`config.mk`:
```
export PLATFORM = sky130hd
export DESIGN_NAME = fbi_flash_bus
export DESIGN_NICKNAME = d
export VERILOG_FILES = /design/src/fbi_pkg.sv /design/src/fbi_flash_bus.sv
export SDC_FILE = /design/constraint.sdc
export NUM_CORES = 1
export LEC_CHECK = 0
export BUFFER_PORTS_ARGS = -buffer_cell sky130_fd_sc_hd__buf_2
export CAP_MARGIN = 20
export CORE_AREA = 2 2 178 180
export CTS_BUF_LIST = sky130_fd_sc_hd__clkbuf_4 sky130_fd_sc_hd__clkbuf_8
export CTS_CLUSTER_DIAMETER = 150
export CTS_CLUSTER_SIZE = 14
export DETAILED_ROUTE_END_ITERATION = 16
export DIE_AREA = 0 0 180 182
export GPL_ROUTABILITY_DRIVEN = 0
export PLACE_DENSITY = 0.72
export SLEW_MARGIN = 20
export SYNTH_ARGS = -nofsm -noshare
export SYNTH_HDL_FRONTEND = slang
export SYNTH_SLANG_ARGS = --single-unit
```
`constraint.sdc`:
```
create_clock -name clk -period 3.8 [get_ports clk]
set_clock_uncertainty 0.2 [all_clocks]
set_input_delay 0.76 -clock clk [delete_from_list [all_inputs] [get_ports clk]]
set_output_delay 0.76 -clock clk [all_outputs]
set_load 0.01 [all_outputs]
```
`src/fbi_pkg.sv`:
```
// Package for the flash bus interface and command front end.
package fbi_pkg;

  localparam int ADDR_W = 24;
  localparam int DATA_W = 16;
  localparam int PART_MSB = 23;
  localparam int PART_LSB = 21;
  localparam int NUM_PART = 8;

  // Command codes as written on the data pins.
  localparam logic [15:0] CMD_CFG_SETUP = 16'h0060;
  localparam logic [15:0] CMD_CFG_RCR = 16'h0003;
  localparam logic [15:0] CMD_CFG_ECR = 16'h0004;
  localparam logic [15:0] CMD_LOCK = 16'h0001;
  localparam logic [15:0] CMD_LOCKDOWN = 16'h002f;
  localparam logic [15:0] CMD_CONFIRM = 16'h00d0;
  localparam logic [15:0] CMD_OTP = 16'h00c0;
  localparam logic [15:0] CMD_CLR_STATUS = 16'h0050;
  localparam logic [15:0] CMD_RD_ARRAY = 16'h00ff;
  localparam logic [15:0] CMD_RD_STATUS = 16'h0070;
  localparam logic [15:0] CMD_RD_ID = 16'h0090;
  localparam logic [15:0] CMD_RD_CFI = 16'h0098;
  localparam logic [15:0] CMD_WORD_PROG = 16'h0041;
  localparam logic [15:0] CMD_BUF_SETUP = 16'h00e9;

  // Read configuration register layout and value after reset.
  localparam int RCR_MODE_BIT = 15;
  localparam int RCR_LAT_MSB = 14;
  localparam int RCR_LAT_LSB = 11;
  localparam int RCR_WAITPOL_BIT = 10;
  localparam int RCR_WRAP_BIT = 3;
  localparam int RCR_LEN_MSB = 2;
  localparam logic [15:0] RCR_RESET = 16'h9807;
  localparam logic [15:0] ECR_RESET = 16'h0000;
  localparam logic [2:0] BL_8 = 3'h2;
  localparam logic [2:0] BL_CONT = 3'h7;
  localparam logic [4:0] LEN_8 = 5'h08;
  localparam logic [4:0] LEN_16 = 5'h10;

  // Status word bit positions.
  localparam int SR_READY_BIT = 7;
  localparam int SR_ESEQ_BIT = 5;
  localparam int SR_EPROG_BIT = 4;

  typedef enum logic [4:0] {
    PEND_NONE = 5'h01,
    PEND_CFG = 5'h02,
    PEND_WORD = 5'h04,
    PEND_OTP = 5'h08,
    PEND_BUF = 5'h10
  } fbi_pend_e;

  typedef enum logic [3:0] {
    RM_ARRAY = 4'h1,
    RM_STATUS = 4'h2,
    RM_ID = 4'h4,
    RM_CFI = 4'h8
  } fbi_rmode_e;

  typedef struct packed {
    logic resetN;
    logic chipSelectN;
    logic outputEnableN;
    logic writeEnableN;
    logic addressValidN;
    logic burstClk;
    logic [ADDR_W-1:0] address;
    logic [DATA_W-1:0] dataIn;
  } fbi_bus_in_s;

  typedef struct packed {
    logic [DATA_W-1:0] dataOut;
    logic dataOe;
    logic waitOut;
    logic waitOe;
  } fbi_pin_out_s;

  typedef struct packed {
    logic req;
    logic otp;
    logic bufData;
    logic bufStart;
    logic [ADDR_W-1:0] addr;
    logic [DATA_W-1:0] data;
  } fbi_prog_s;

  typedef struct packed {
    fbi_pin_out_s pins;
    fbi_prog_s prog;
    logic [ADDR_W-1:0] readAddr;
    logic [15:0] read_config_register;
    logic [15:0] ecr;
    logic [15:0] statusWord;
    logic lowPower;
    logic abortOp;
    fbi_pend_e cmdPend;
    fbi_rmode_e [NUM_PART-1:0] partMode;
    logic errSeq;
    logic errProg;
    logic clkPrev;
    logic advPrev;
    logic wrPrev;
    logic [ADDR_W-1:0] addrHold;
    logic [ADDR_W-1:0] wrAddr;
    logic [DATA_W-1:0] wrData;
    logic advUsed;
    logic bActive;
    logic bStartOdd;
    logic eowDone;
    logic [ADDR_W-1:0] bAddr;
    logic [3:0] latCnt;
    logic [3:0] eowCnt;
    logic [4:0] bRemain;
  } fbi_state_s;

endpackage

```
`src/fbi_flash_bus.sv`:
```
// Flash bus interface: read paths, write capture and command decoder.
// Summary of operation
// - Chip select high with reset released: standby, inputs ignored, outputs off.
// - Standby never stops a running program or erase; idle power waits for it.
// - Output enable high: data off; wait driven deasserted muxed, off otherwise.
// - Mode bit set: select plus output enable low gives asynchronous read.
// - Page reads give a new word whenever the low four address bits change.
// - Mode bit clear: select, output enable and address valid low give burst read.
// - First word after latency; array words advance, non-array words repeat.
// - Burst address latches on first edge or valid rise; fast grade on last edge.
// - Wrap bit chooses wrap within wordgroup or continue to the next one.
// - Burst starts at the addressed word and runs sequentially to its length.
// - Unaligned burst crossing a wordline stalls once, latency minus one, on wait.
// - Write captures address and data when write enable or select rises first.
// - Muxed writes latch address on valid or select rise, data on write end.
// - Read cycles may fall between setup and confirm of a two-cycle command.
// - After configuration setup, any code but 0003h, 0004h, 0001h, 002Fh or 00D0h sets sequence error bits.
// - Setup 0060h then 0003h or 0004h loads a configuration word from address.
// - Code 00C0h makes the next write program the one-time area.
// - Code 0050h clears all status error bits.
// - Read mode codes pick array, status, identity or query data per partition.
// - Word and buffered program requests switch the partition to status reads.
// - Reset pin low: inputs ignored, outputs off, running operation aborted.
`timescale 1ns/1ps
module fbi_flash_bus
  import fbi_pkg::*;
(
  // Clock and reset
  input wire logic clk,
  input wire logic reset,
  // Flash bus pins and straps
  input wire fbi_bus_in_s busIn,
  input wire logic muxedBus,
  input wire logic fastGrade,
  output fbi_pin_out_s pinOut,
  // Array and information sources
  output logic [ADDR_W-1:0] readAddr,
  input wire logic [DATA_W-1:0] arrayData,
  input wire logic [DATA_W-1:0] idData,
  input wire logic [DATA_W-1:0] cfiData,
  // Program engine
  input wire logic opBusy,
  input wire logic progError,
  output fbi_prog_s prog,
  output logic abortOp,
  // Configuration and status
  output logic [15:0] readConfig,
  output logic [15:0] extConfig,
  output logic [15:0] statusWord,
  output logic lowPower
);

  fbi_state_s state_reg;
  fbi_state_s state_next;

  function automatic fbi_state_s rst_state();
    fbi_state_s r;
    r = '0;
    r.cmdPend = PEND_NONE;
    for (int i = 0; i < NUM_PART; i++) begin
      r.partMode[i] = RM_ARRAY;
    end
    r.read_config_register = RCR_RESET;
    r.ecr = ECR_RESET;
    r.advPrev = 1'b1;
    return r;
  endfunction

  always_comb begin
    fbi_state_s s;
    fbi_state_s n;
    fbi_bus_in_s b;
    logic [ADDR_W-1:0] curAddr;
    logic [ADDR_W-1:0] rdAddr;
    logic [ADDR_W-1:0] nextAddr;
    logic [DATA_W-1:0] srcData;
    logic [DATA_W-1:0] code;
    logic [2:0] pa;
    logic [2:0] bl;
    logic [3:0] lat;
    fbi_rmode_e srcMode;
    logic clkRise;
    logic advRise;
    logic wrAct;
    logic wrEnd;
    logic rdSel;
    logic syncMode;
    logic cont;
    logic noWrap;
    logic latchClk;
    logic latchAdv;
    logic waitAct;
    s = state_reg;
    n = state_reg;
    b = busIn;
    n.prog.req = 1'b0;
    n.prog.bufData = 1'b0;
    n.prog.bufStart = 1'b0;
    curAddr = muxedBus ? {b.address[ADDR_W-1:16], b.dataIn} : b.address;
    rdAddr = !b.addressValidN ? curAddr : s.addrHold;
    clkRise = b.burstClk & !s.clkPrev;
    advRise = b.addressValidN & !s.advPrev;
    wrAct = !b.chipSelectN & !b.writeEnableN & b.outputEnableN;
    wrEnd = s.wrPrev & !wrAct;
    rdSel = !b.chipSelectN & !b.outputEnableN & b.writeEnableN;
    syncMode = !s.read_config_register[RCR_MODE_BIT];
    bl = s.read_config_register[RCR_LEN_MSB:0];
    cont = (bl == BL_CONT);
    noWrap = s.read_config_register[RCR_WRAP_BIT] | cont;
    lat = (s.read_config_register[RCR_LAT_MSB:RCR_LAT_LSB] == 4'h0) ? 4'h1 : s.read_config_register[RCR_LAT_MSB:RCR_LAT_LSB];
    code = s.wrData;
    pa = s.wrAddr[PART_MSB:PART_LSB];
    srcMode = s.partMode[s.readAddr[PART_MSB:PART_LSB]];
    case (srcMode)
      RM_STATUS: srcData = s.statusWord;
      RM_ID: srcData = idData;
      RM_CFI: srcData = cfiData;
      default: srcData = arrayData;
    endcase
    if (noWrap) begin
      nextAddr = s.bAddr + 24'h000001;
    end else if (bl == BL_8) begin
      nextAddr = {s.bAddr[ADDR_W-1:3], s.bAddr[2:0] + 3'h1};
    end else begin
      nextAddr = {s.bAddr[ADDR_W-1:4], s.bAddr[3:0] + 4'h1};
    end
    latchClk = 1'b0;
    latchAdv = 1'b0;
    waitAct = 1'b0;

    if (!b.resetN) begin
      n = rst_state();
      n.abortOp = 1'b1;
    end else begin
      n.abortOp = 1'b0;
      n.clkPrev = b.burstClk;
      n.advPrev = b.addressValidN;
      n.wrPrev = wrAct;
      n.lowPower = b.chipSelectN & !opBusy;
      if (!b.addressValidN && !b.chipSelectN) begin
        n.addrHold = curAddr;
      end
      if (wrAct) begin
        n.wrData = b.dataIn;
        n.wrAddr = muxedBus ? s.addrHold : b.address;
      end

      // reads never touch the pending command; only a finished write does.
      if (wrEnd) begin
        case (s.cmdPend)
          PEND_CFG: begin
            n.cmdPend = PEND_NONE;
            if (code == CMD_CFG_RCR) begin
              n.read_config_register = s.wrAddr[15:0];
            end else if (code == CMD_CFG_ECR) begin
              n.ecr = s.wrAddr[15:0];
            end else if (code != CMD_LOCK && code != CMD_LOCKDOWN && code != CMD_CONFIRM) begin
              n.errSeq = 1'b1;
              n.errProg = 1'b1;
            end
          end
          PEND_WORD, PEND_OTP: begin
            n.cmdPend = PEND_NONE;
            n.prog.otp = (s.cmdPend == PEND_OTP);
            n.prog.req = 1'b1;
            n.prog.addr = s.wrAddr;
            n.prog.data = code;
            if (s.cmdPend == PEND_WORD) begin
              n.partMode[pa] = RM_STATUS;
            end
          end
          PEND_BUF: begin
            // Loading writes of a buffered program are passed on, not flagged.
            n.prog.addr = s.wrAddr;
            n.prog.data = code;
            if (code == CMD_CONFIRM) begin
              n.cmdPend = PEND_NONE;
              n.prog.bufStart = 1'b1;
              n.partMode[pa] = RM_STATUS;
            end else begin
              n.prog.bufData = 1'b1;
            end
          end
          default: begin
            case (code)
              CMD_CFG_SETUP: n.cmdPend = PEND_CFG;
              CMD_WORD_PROG: n.cmdPend = PEND_WORD;
              CMD_OTP: n.cmdPend = PEND_OTP;
              CMD_BUF_SETUP: n.cmdPend = PEND_BUF;
              CMD_CLR_STATUS: begin
                n.errSeq = 1'b0;
                n.errProg = 1'b0;
              end
              CMD_RD_ARRAY: n.partMode[pa] = RM_ARRAY;
              CMD_RD_STATUS: n.partMode[pa] = RM_STATUS;
              CMD_RD_ID: n.partMode[pa] = RM_ID;
              CMD_RD_CFI: n.partMode[pa] = RM_CFI;
              default: n.cmdPend = PEND_NONE;
            endcase
          end
        endcase
      end
      // An engine error arriving with a clear still lands.
      if (progError) begin
        n.errProg = 1'b1;
      end

      if (b.addressValidN || b.chipSelectN) begin
        n.advUsed = 1'b0;
      end
      if (syncMode && !b.chipSelectN) begin
        latchClk = clkRise & !b.addressValidN & (fastGrade | !s.advUsed);
        latchAdv = advRise & !s.advUsed & !fastGrade;
      end
      if (b.chipSelectN) begin
        n.bActive = 1'b0;
      end else if (latchClk || latchAdv) begin
        n.bActive = 1'b1;
        n.advUsed = 1'b1;
        n.bAddr = latchAdv ? s.addrHold : curAddr;
        n.bStartOdd = (n.bAddr[3:0] != 4'h0);
        n.latCnt = lat;
        n.eowCnt = 4'h0;
        n.eowDone = 1'b0;
        n.bRemain = (bl == BL_8) ? LEN_8 : LEN_16;
      end else if (s.bActive && clkRise) begin
        if (s.latCnt > 4'h1) begin
          n.latCnt = s.latCnt - 4'h1;
        end else if (s.eowCnt > 4'h1) begin
          n.eowCnt = s.eowCnt - 4'h1;
        end else if (cont || s.bRemain != 5'h00) begin
          n.latCnt = 4'h0;
          n.eowCnt = 4'h0;
          n.pins.dataOut = srcData;
          if (!cont) begin
            n.bRemain = s.bRemain - 5'h01;
          end
          if (srcMode == RM_ARRAY) begin
            n.bAddr = nextAddr;
            if (noWrap && s.bStartOdd && !s.eowDone && s.bAddr[3:0] == 4'hf) begin
              // Loaded with the latency so the line-end word still shows as valid.
              n.eowCnt = lat;
              n.eowDone = 1'b1;
            end
          end
        end
      end

      n.readAddr = (syncMode && n.bActive) ? n.bAddr : rdAddr;
      if (!syncMode) begin
        n.pins.dataOut = srcData;
      end
      n.pins.dataOe = rdSel;
      n.pins.waitOe = !b.chipSelectN & (rdSel | muxedBus);
      waitAct = syncMode & rdSel & n.bActive
        & (n.latCnt != 4'h0 || (n.eowCnt != 4'h0 && n.eowCnt != lat));
      n.pins.waitOut = ~(waitAct ^ s.read_config_register[RCR_WAITPOL_BIT]);
      n.statusWord = '0;
      n.statusWord[SR_READY_BIT] = !opBusy;
      n.statusWord[SR_ESEQ_BIT] = n.errSeq;
      n.statusWord[SR_EPROG_BIT] = n.errProg;
    end
    state_next = n;
  end

  always_ff @(posedge clk) begin
    if (reset) begin
      state_reg <= rst_state();
    end else begin
      state_reg <= state_next;
    end
  end

  assign pinOut = state_reg.pins;
  assign prog = state_reg.prog;
  assign readAddr = state_reg.readAddr;
  assign abortOp = state_reg.abortOp;
  assign readConfig = state_reg.read_config_register;
  assign extConfig = state_reg.ecr;
  assign statusWord = state_reg.statusWord;
  assign lowPower = state_reg.lowPower;

endmodule

```
==> flow_metrics.env, run 1 <==
export IMPL_ir_drop_v=0.000260
export IMPL_totalNegativeSetupSlack_ps=0
export IMPL_fin_crit_ps=3370
export IMPL_holdPathStages=2
export IMPL_place_area_mm2=0.0143
export IMPL_drc=0
export IMPL_mostFrequentLayoutCell="nand2_1"
export IMPL_syn_inst=1739
export IMPL_cts_clk_slew_worst_paths_ps=110
export IMPL_synth_largest_area_cell="dfxtp_1"
export IMPL_grt_max_degree=105
export IMPL_synth_warnings=0
export IMPL_leakage_nw=5.59
export IMPL_final_cell_mix="nand2_1, dfxtp_1, buf_2, nor2_1, a21oi_1"
export IMPL_largest_reg_flops=144
export IMPL_ys_flop_type="dfxtp_1"
export IMPL_syn_area_mm2=0.0138
export IMPL_firstDrtPassIters=5
export IMPL_async_reset_ff_frac=0
export IMPL_ctsResizeCount=0
export IMPL_drt_iter0_drc=1299
export IMPL_yosysUniqueCellTypes=84
export IMPL_vias_per_cell=5.82
export IMPL_synth_edf_count=0
export IMPL_fin_nets=1881
export IMPL_area_delta_synth_final_pct=6.06
export IMPL_grt_overflow_total=0
export IMPL_worst_setup_path_type="flop to flop"
export IMPL_rsz0062_at_grt="false"
export IMPL_tightestPinTransition_ps=1060
export IMPL_ys_seq_area_frac=0.391
export IMPL_port_buffers=223
export IMPL_die_h_um=182
export IMPL_cts_hold_fix_buffers=0
export IMPL_hold_class="input port to flop"
export IMPL_final_util=0.472
export IMPL_n_fill_cell=3011
export IMPL_slew_viol_final=0
export IMPL_fmax_mhz=297
export IMPL_grt_pass1_wl_mm=63.2
export IMPL_cp_max_fo=8
export IMPL_dp_hpwl_mm=29.5
export IMPL_ff2ff_path_depth=9
export IMPL_cts_tree="yes"
export IMPL_setup_violations=0
export IMPL_coreArea_mm2=0.0310
export IMPL_antenna_found_initial=2
export IMPL_rows=65
export IMPL_critPathCaptureType="flop"
export IMPL_post_route_period_util=0.886
export IMPL_num_vias=12700
export IMPL_grt_pass1_vias=11300
export IMPL_cts_root_buf="clkbuf_8"
export IMPL_cap_violations=0
export IMPL_cts_max_level=1
export IMPL_cts_setup_buffers=0
export IMPL_ys_top_cells_by_area="dfxtp_1, nand2_1, buf_4"
export IMPL_crit_arrival_ps=3660
export IMPL_cts_made_buffers=23
export IMPL_clk_latency_ps=580
export IMPL_clk_path_buf_depth=3
export IMPL_max_slew_margin=0.291
export IMPL_initial_utilization=0.445
export IMPL_fin_area_mm2=0.0146
export IMPL_gr_usage_all_layers=0.236
export IMPL_wl_per_cell_um=18.7
export IMPL_die_area_mm2=0.0328
export IMPL_status="completed"
export IMPL_fp_dieW_um=180
export IMPL_ios=237
export IMPL_wirelength_mm=40.7
export IMPL_yosys_register_bits=269
export IMPL_powerDensity_mw_per_mm2=325
export IMPL_ant_nets=0
export IMPL_crit_required_ps=4100
export IMPL_start_kind="flop"
export IMPL_syn_area_per_cell_um2=7.92
export IMPL_total_power_w=0.00475
export IMPL_yosysTopAreaCellShare=0.391
export IMPL_hold_viol_final=0
export IMPL_layout_drive_gt1_share=0.188
export IMPL_numClockSinks=269
-- per-stage QoR --
stage,hold slack [ps],worst slack (ps),cells
3_3_place_gp,239,293,2151
6_report,205,432,2177
2_1_floorplan,232,624,1751
5_1_grt,185,265,2177
4_1_cts,181,533,2175
3_5_place_dp,243,202,2151
-- final timing paths --
| check | startpoint | to | slack [ps] |
|---|---|---|---|
| setup / recovery | state_reg[5]$_SDFF_PP0_ | pinOut[1]$_SDFF_PP0_ | 430 |
| hold / removal | reset | abortOp$_SDFF_PP0_ | 210 |
| setup reg to reg | state_reg[5]$_SDFF_PP0_ | pinOut[1]$_SDFF_PP0_ | 430 |
| hold reg to reg | prog[25]$_SDFFE_PP0P_ | prog[25]$_SDFFE_PP0P_ | 260 |
-- cell families (layout without fill, tap and decap cells) --
group,count (synthesis),count (layout),synth area share
adder cells (fa/ha/maj),7,7,0.00636
XOR/XNOR,6,6,0.00381
other,1,15,0.000272
buffers and inverters,282,304,0.115
flip-flops,269,269,0.391
AND/OR/NAND/NOR,698,698,0.240
AO/OA/AOI/OAI,413,413,0.190
multiplexers,63,63,0.0546
-- worst max-delay path, cell delays in order, from the launching register on --
cell and delay, ps:
dfxtp_1 530, inv_1 170, ha_1 350, o21ai_1 510
a2111oi_0 240, a2111oi_0 510, a32oi_1 120, o2111ai_1 220
or3b_1 370, o31ai_1 70
-- cells in the mapped netlist (7+ instances only) --
library cell	n
nand4_1	12
buf_1	9
a41oi_1	7
nand2b_1	9
a211oi_1	56
and2_1	11
nor3_1	56
buf_4	135
clkbuf_1	111
o21ai_1	12
a31oi_1	29
dfxtp_1	269
and3_1	9
nor2b_1	27
ha_1	7
a22oi_1	18
nor2_1	167
nand3_1	49
mux4_2	8
mux2i_1	45
o31ai_1	9
o21ai_0	57
o211ai_1	11
nand2_1	280
a21oi_1	142
nor4_1	14
mux2_2	7
or3_1	9
inv_1	21
o22ai_1	12
-- power breakdown --
part / total [W] / switching, W / internal, W / leakage (nW)
Sequential: 0.00289 / 0.0000343 / 0.00285 / 2.18
Clock: 0.00149 / 0.000937 / 0.000552 / 0.172
Combinational: 0.000377 / 0.000245 / 0.000132 / 3.24
-- cell type report --
class	instances	area (um^2)	share of cell area
antenna	2	5.00	0.000343
clock buffer	23	317	0.0217
clock inverter	1	16.3	0.00111
inverter	21	78.8	0.00539
multi-input combinational	1200	6880	0.471
sequential	269	5390	0.369
tap	402	503	0.0344
timing repair buffer	259	1420	0.0974
-- per-layer routing --
layer	global-route usage	wire, um	vias to the layer above	share of wire
li1	-	-	6016	-
met1	0.344	18100	5904	0.44
met2	0.353	17400	666	0.43
met3	0.0397	3920	82	0.096
met4	0.0784	1270	0	0.031
met5	0	0	-	0
Power figures use the tool's default switching activity.
==> run 2: changes to the inputs <==
- CORE_AREA: 2 2 178 180 -> 2 2 156 158
- DIE_AREA: 0 0 180 182 -> 0 0 158 160
- PLACE_DENSITY: 0.72 -> 0.89
==> run 2 against run 1 <==
Compared with the run above:
- cell count shrank 3.7%
- clock-buffer cell count is the same
- die area shrank 23%
- setup slack improved by 24 ps
- utilization grew 14 points
- critical path depth is 1 lower
- clock power barely moved
- sequential cell count did not move
- register-to-register slack better by 20 ps
- non-clock buffer count is 2 lower
- routed wire length is 1.8% lower
- combinational power about the same
- critical endpoint is now pinOut[4]$_SDFFE_PP0P_
- largest cell class unchanged
==> flow_metrics.env, run 2 (synthesized netlist as in run 1, its figures left out) <==
export IMPL_status="completed"
export IMPL_grt_pass1_vias=11800
export IMPL_max_slew_margin=0.287
export IMPL_clk_path_buf_depth=3
export IMPL_critPathCaptureType="flop"
export IMPL_crit_required_ps=4070
export IMPL_final_cell_mix="nand2_1, dfxtp_1, buf_2, nor2_1, a21oi_1"
export IMPL_dp_hpwl_mm=28.6
export IMPL_firstDrtPassIters=6
export IMPL_vias_per_cell=6.29
export IMPL_cap_violations=0
export IMPL_hold_class="input port to flop"
export IMPL_cts_max_level=1
export IMPL_cts_hold_fix_buffers=0
export IMPL_crit_arrival_ps=3620
export IMPL_ctsResizeCount=0
export IMPL_grt_max_degree=142
export IMPL_cts_tree="yes"
export IMPL_cts_root_buf="clkbuf_8"
export IMPL_leakage_nw=5.58
export IMPL_post_route_period_util=0.880
export IMPL_coreArea_mm2=0.0238
export IMPL_cts_clk_slew_worst_paths_ps=110
export IMPL_totalNegativeSetupSlack_ps=0
export IMPL_setup_violations=0
export IMPL_hold_viol_final=0
export IMPL_final_util=0.608
export IMPL_port_buffers=223
export IMPL_grt_overflow_total=0
export IMPL_total_power_w=0.00476
export IMPL_cp_max_fo=32
export IMPL_worst_setup_path_type="flop to flop"
export IMPL_wirelength_mm=40.0
export IMPL_ios=237
export IMPL_area_delta_synth_final_pct=5.20
export IMPL_layout_drive_gt1_share=0.187
export IMPL_mostFrequentLayoutCell="nand2_1"
export IMPL_tightestPinTransition_ps=1060
export IMPL_num_vias=13200
export IMPL_drc=0
export IMPL_cts_made_buffers=23
export IMPL_initial_utilization=0.578
export IMPL_wl_per_cell_um=19.1
export IMPL_numClockSinks=269
export IMPL_gr_usage_all_layers=0.300
export IMPL_fp_dieW_um=158
export IMPL_ant_nets=0
export IMPL_pre_cts_ws_ps=193
export IMPL_fin_nets=1879
export IMPL_rows=57
export IMPL_rsz0062_at_grt="false"
export IMPL_drt_iter0_drc=1946
export IMPL_final_setup_worst_slack_ps=456
export IMPL_slew_viol_final=0
export IMPL_cts_setup_buffers=0
export IMPL_ir_drop_v=0.000180
export IMPL_die_h_um=160
export IMPL_largest_reg_flops=144
export IMPL_fmax_mhz=299
export IMPL_grt_pass1_wl_mm=61.7
export IMPL_die_area_mm2=0.0253
export IMPL_n_fill_cell=2065
export IMPL_clk_latency_ps=550
export IMPL_antenna_found_initial=1
export IMPL_fin_crit_ps=3340
export IMPL_powerDensity_mw_per_mm2=328
export IMPL_start_kind="flop"
==> run 2: through the flow <==
step / cell area (um^2) / hold slack (ps) / cells
detailed placement: 14200 / 245 / 2071
floorplan: 13800 / 232 / 1751
CTS: 14500 / 184 / 2095
global route: 14500 / 224 / 2095
global placement: 14200 / 239 / 2071
finish: 14500 / 202 / 2096
==> run 2: power by group <==
| part | switching [W] | total (W) | internal (W) |
|---|---|---|---|
| clock | 0.000945 | 0.00150 | 0.000552 |
| combinational | 0.000247 | 0.000378 | 0.000131 |
| sequential | 0.0000342 | 0.00289 | 0.00285 |
| total | 0.00123 | 0.00476 | 0.00353 |
==> run 2: area by class of cell <==
class                           count  area, um^2  area share
Tap cell                          324         405      0.0280
Clock inverter                      1        16.3     0.00112
Antenna cell                        1        2.50    0.000173
Sequential cell                   269        5390       0.372
Timing Repair Buffer              257        1410      0.0972
Multi-Input combinational cell   1200        6880       0.475
Clock buffer                       23         317      0.0218
Inverter                           21        78.8     0.00544
==> run 2: final timing paths <==
kind	startpoint	to	slack (ps)	cells past startpoint
worst max-delay path	readConfig[15]$_SDFFE_PP1P_	pinOut[4]$_SDFFE_PP0P_	460	8
worst min-delay path	reset	abortOp$_SDFF_PP0_	200	2
worst max register to register	readConfig[15]$_SDFFE_PP1P_	pinOut[4]$_SDFFE_PP0P_	460	8
worst min register to register	prog[17]$_SDFFE_PP0P_	prog[17]$_SDFFE_PP0P_	260	2
==> run 2: routing by layer <==
layer | track usage | vias up | wire, um
li1 | - | 6022 | -
met1 | 0.423 | 6093 | 16000
met2 | 0.464 | 945 | 17600
met3 | 0.0570 | 125 | 4940
met4 | 0.0991 | 0 | 1450
met5 | 0 | - | 0
==> run 2: worst max-delay path, stage by stage, from the launching register on <==
cell and delay [ps]:
dfxtp_1 420, buf_4 200, nor4_1 80, and3b_1 250
nor3_1 610, buf_4 340, a21o_1 760, o21ai_0 190
a31oi_1 200
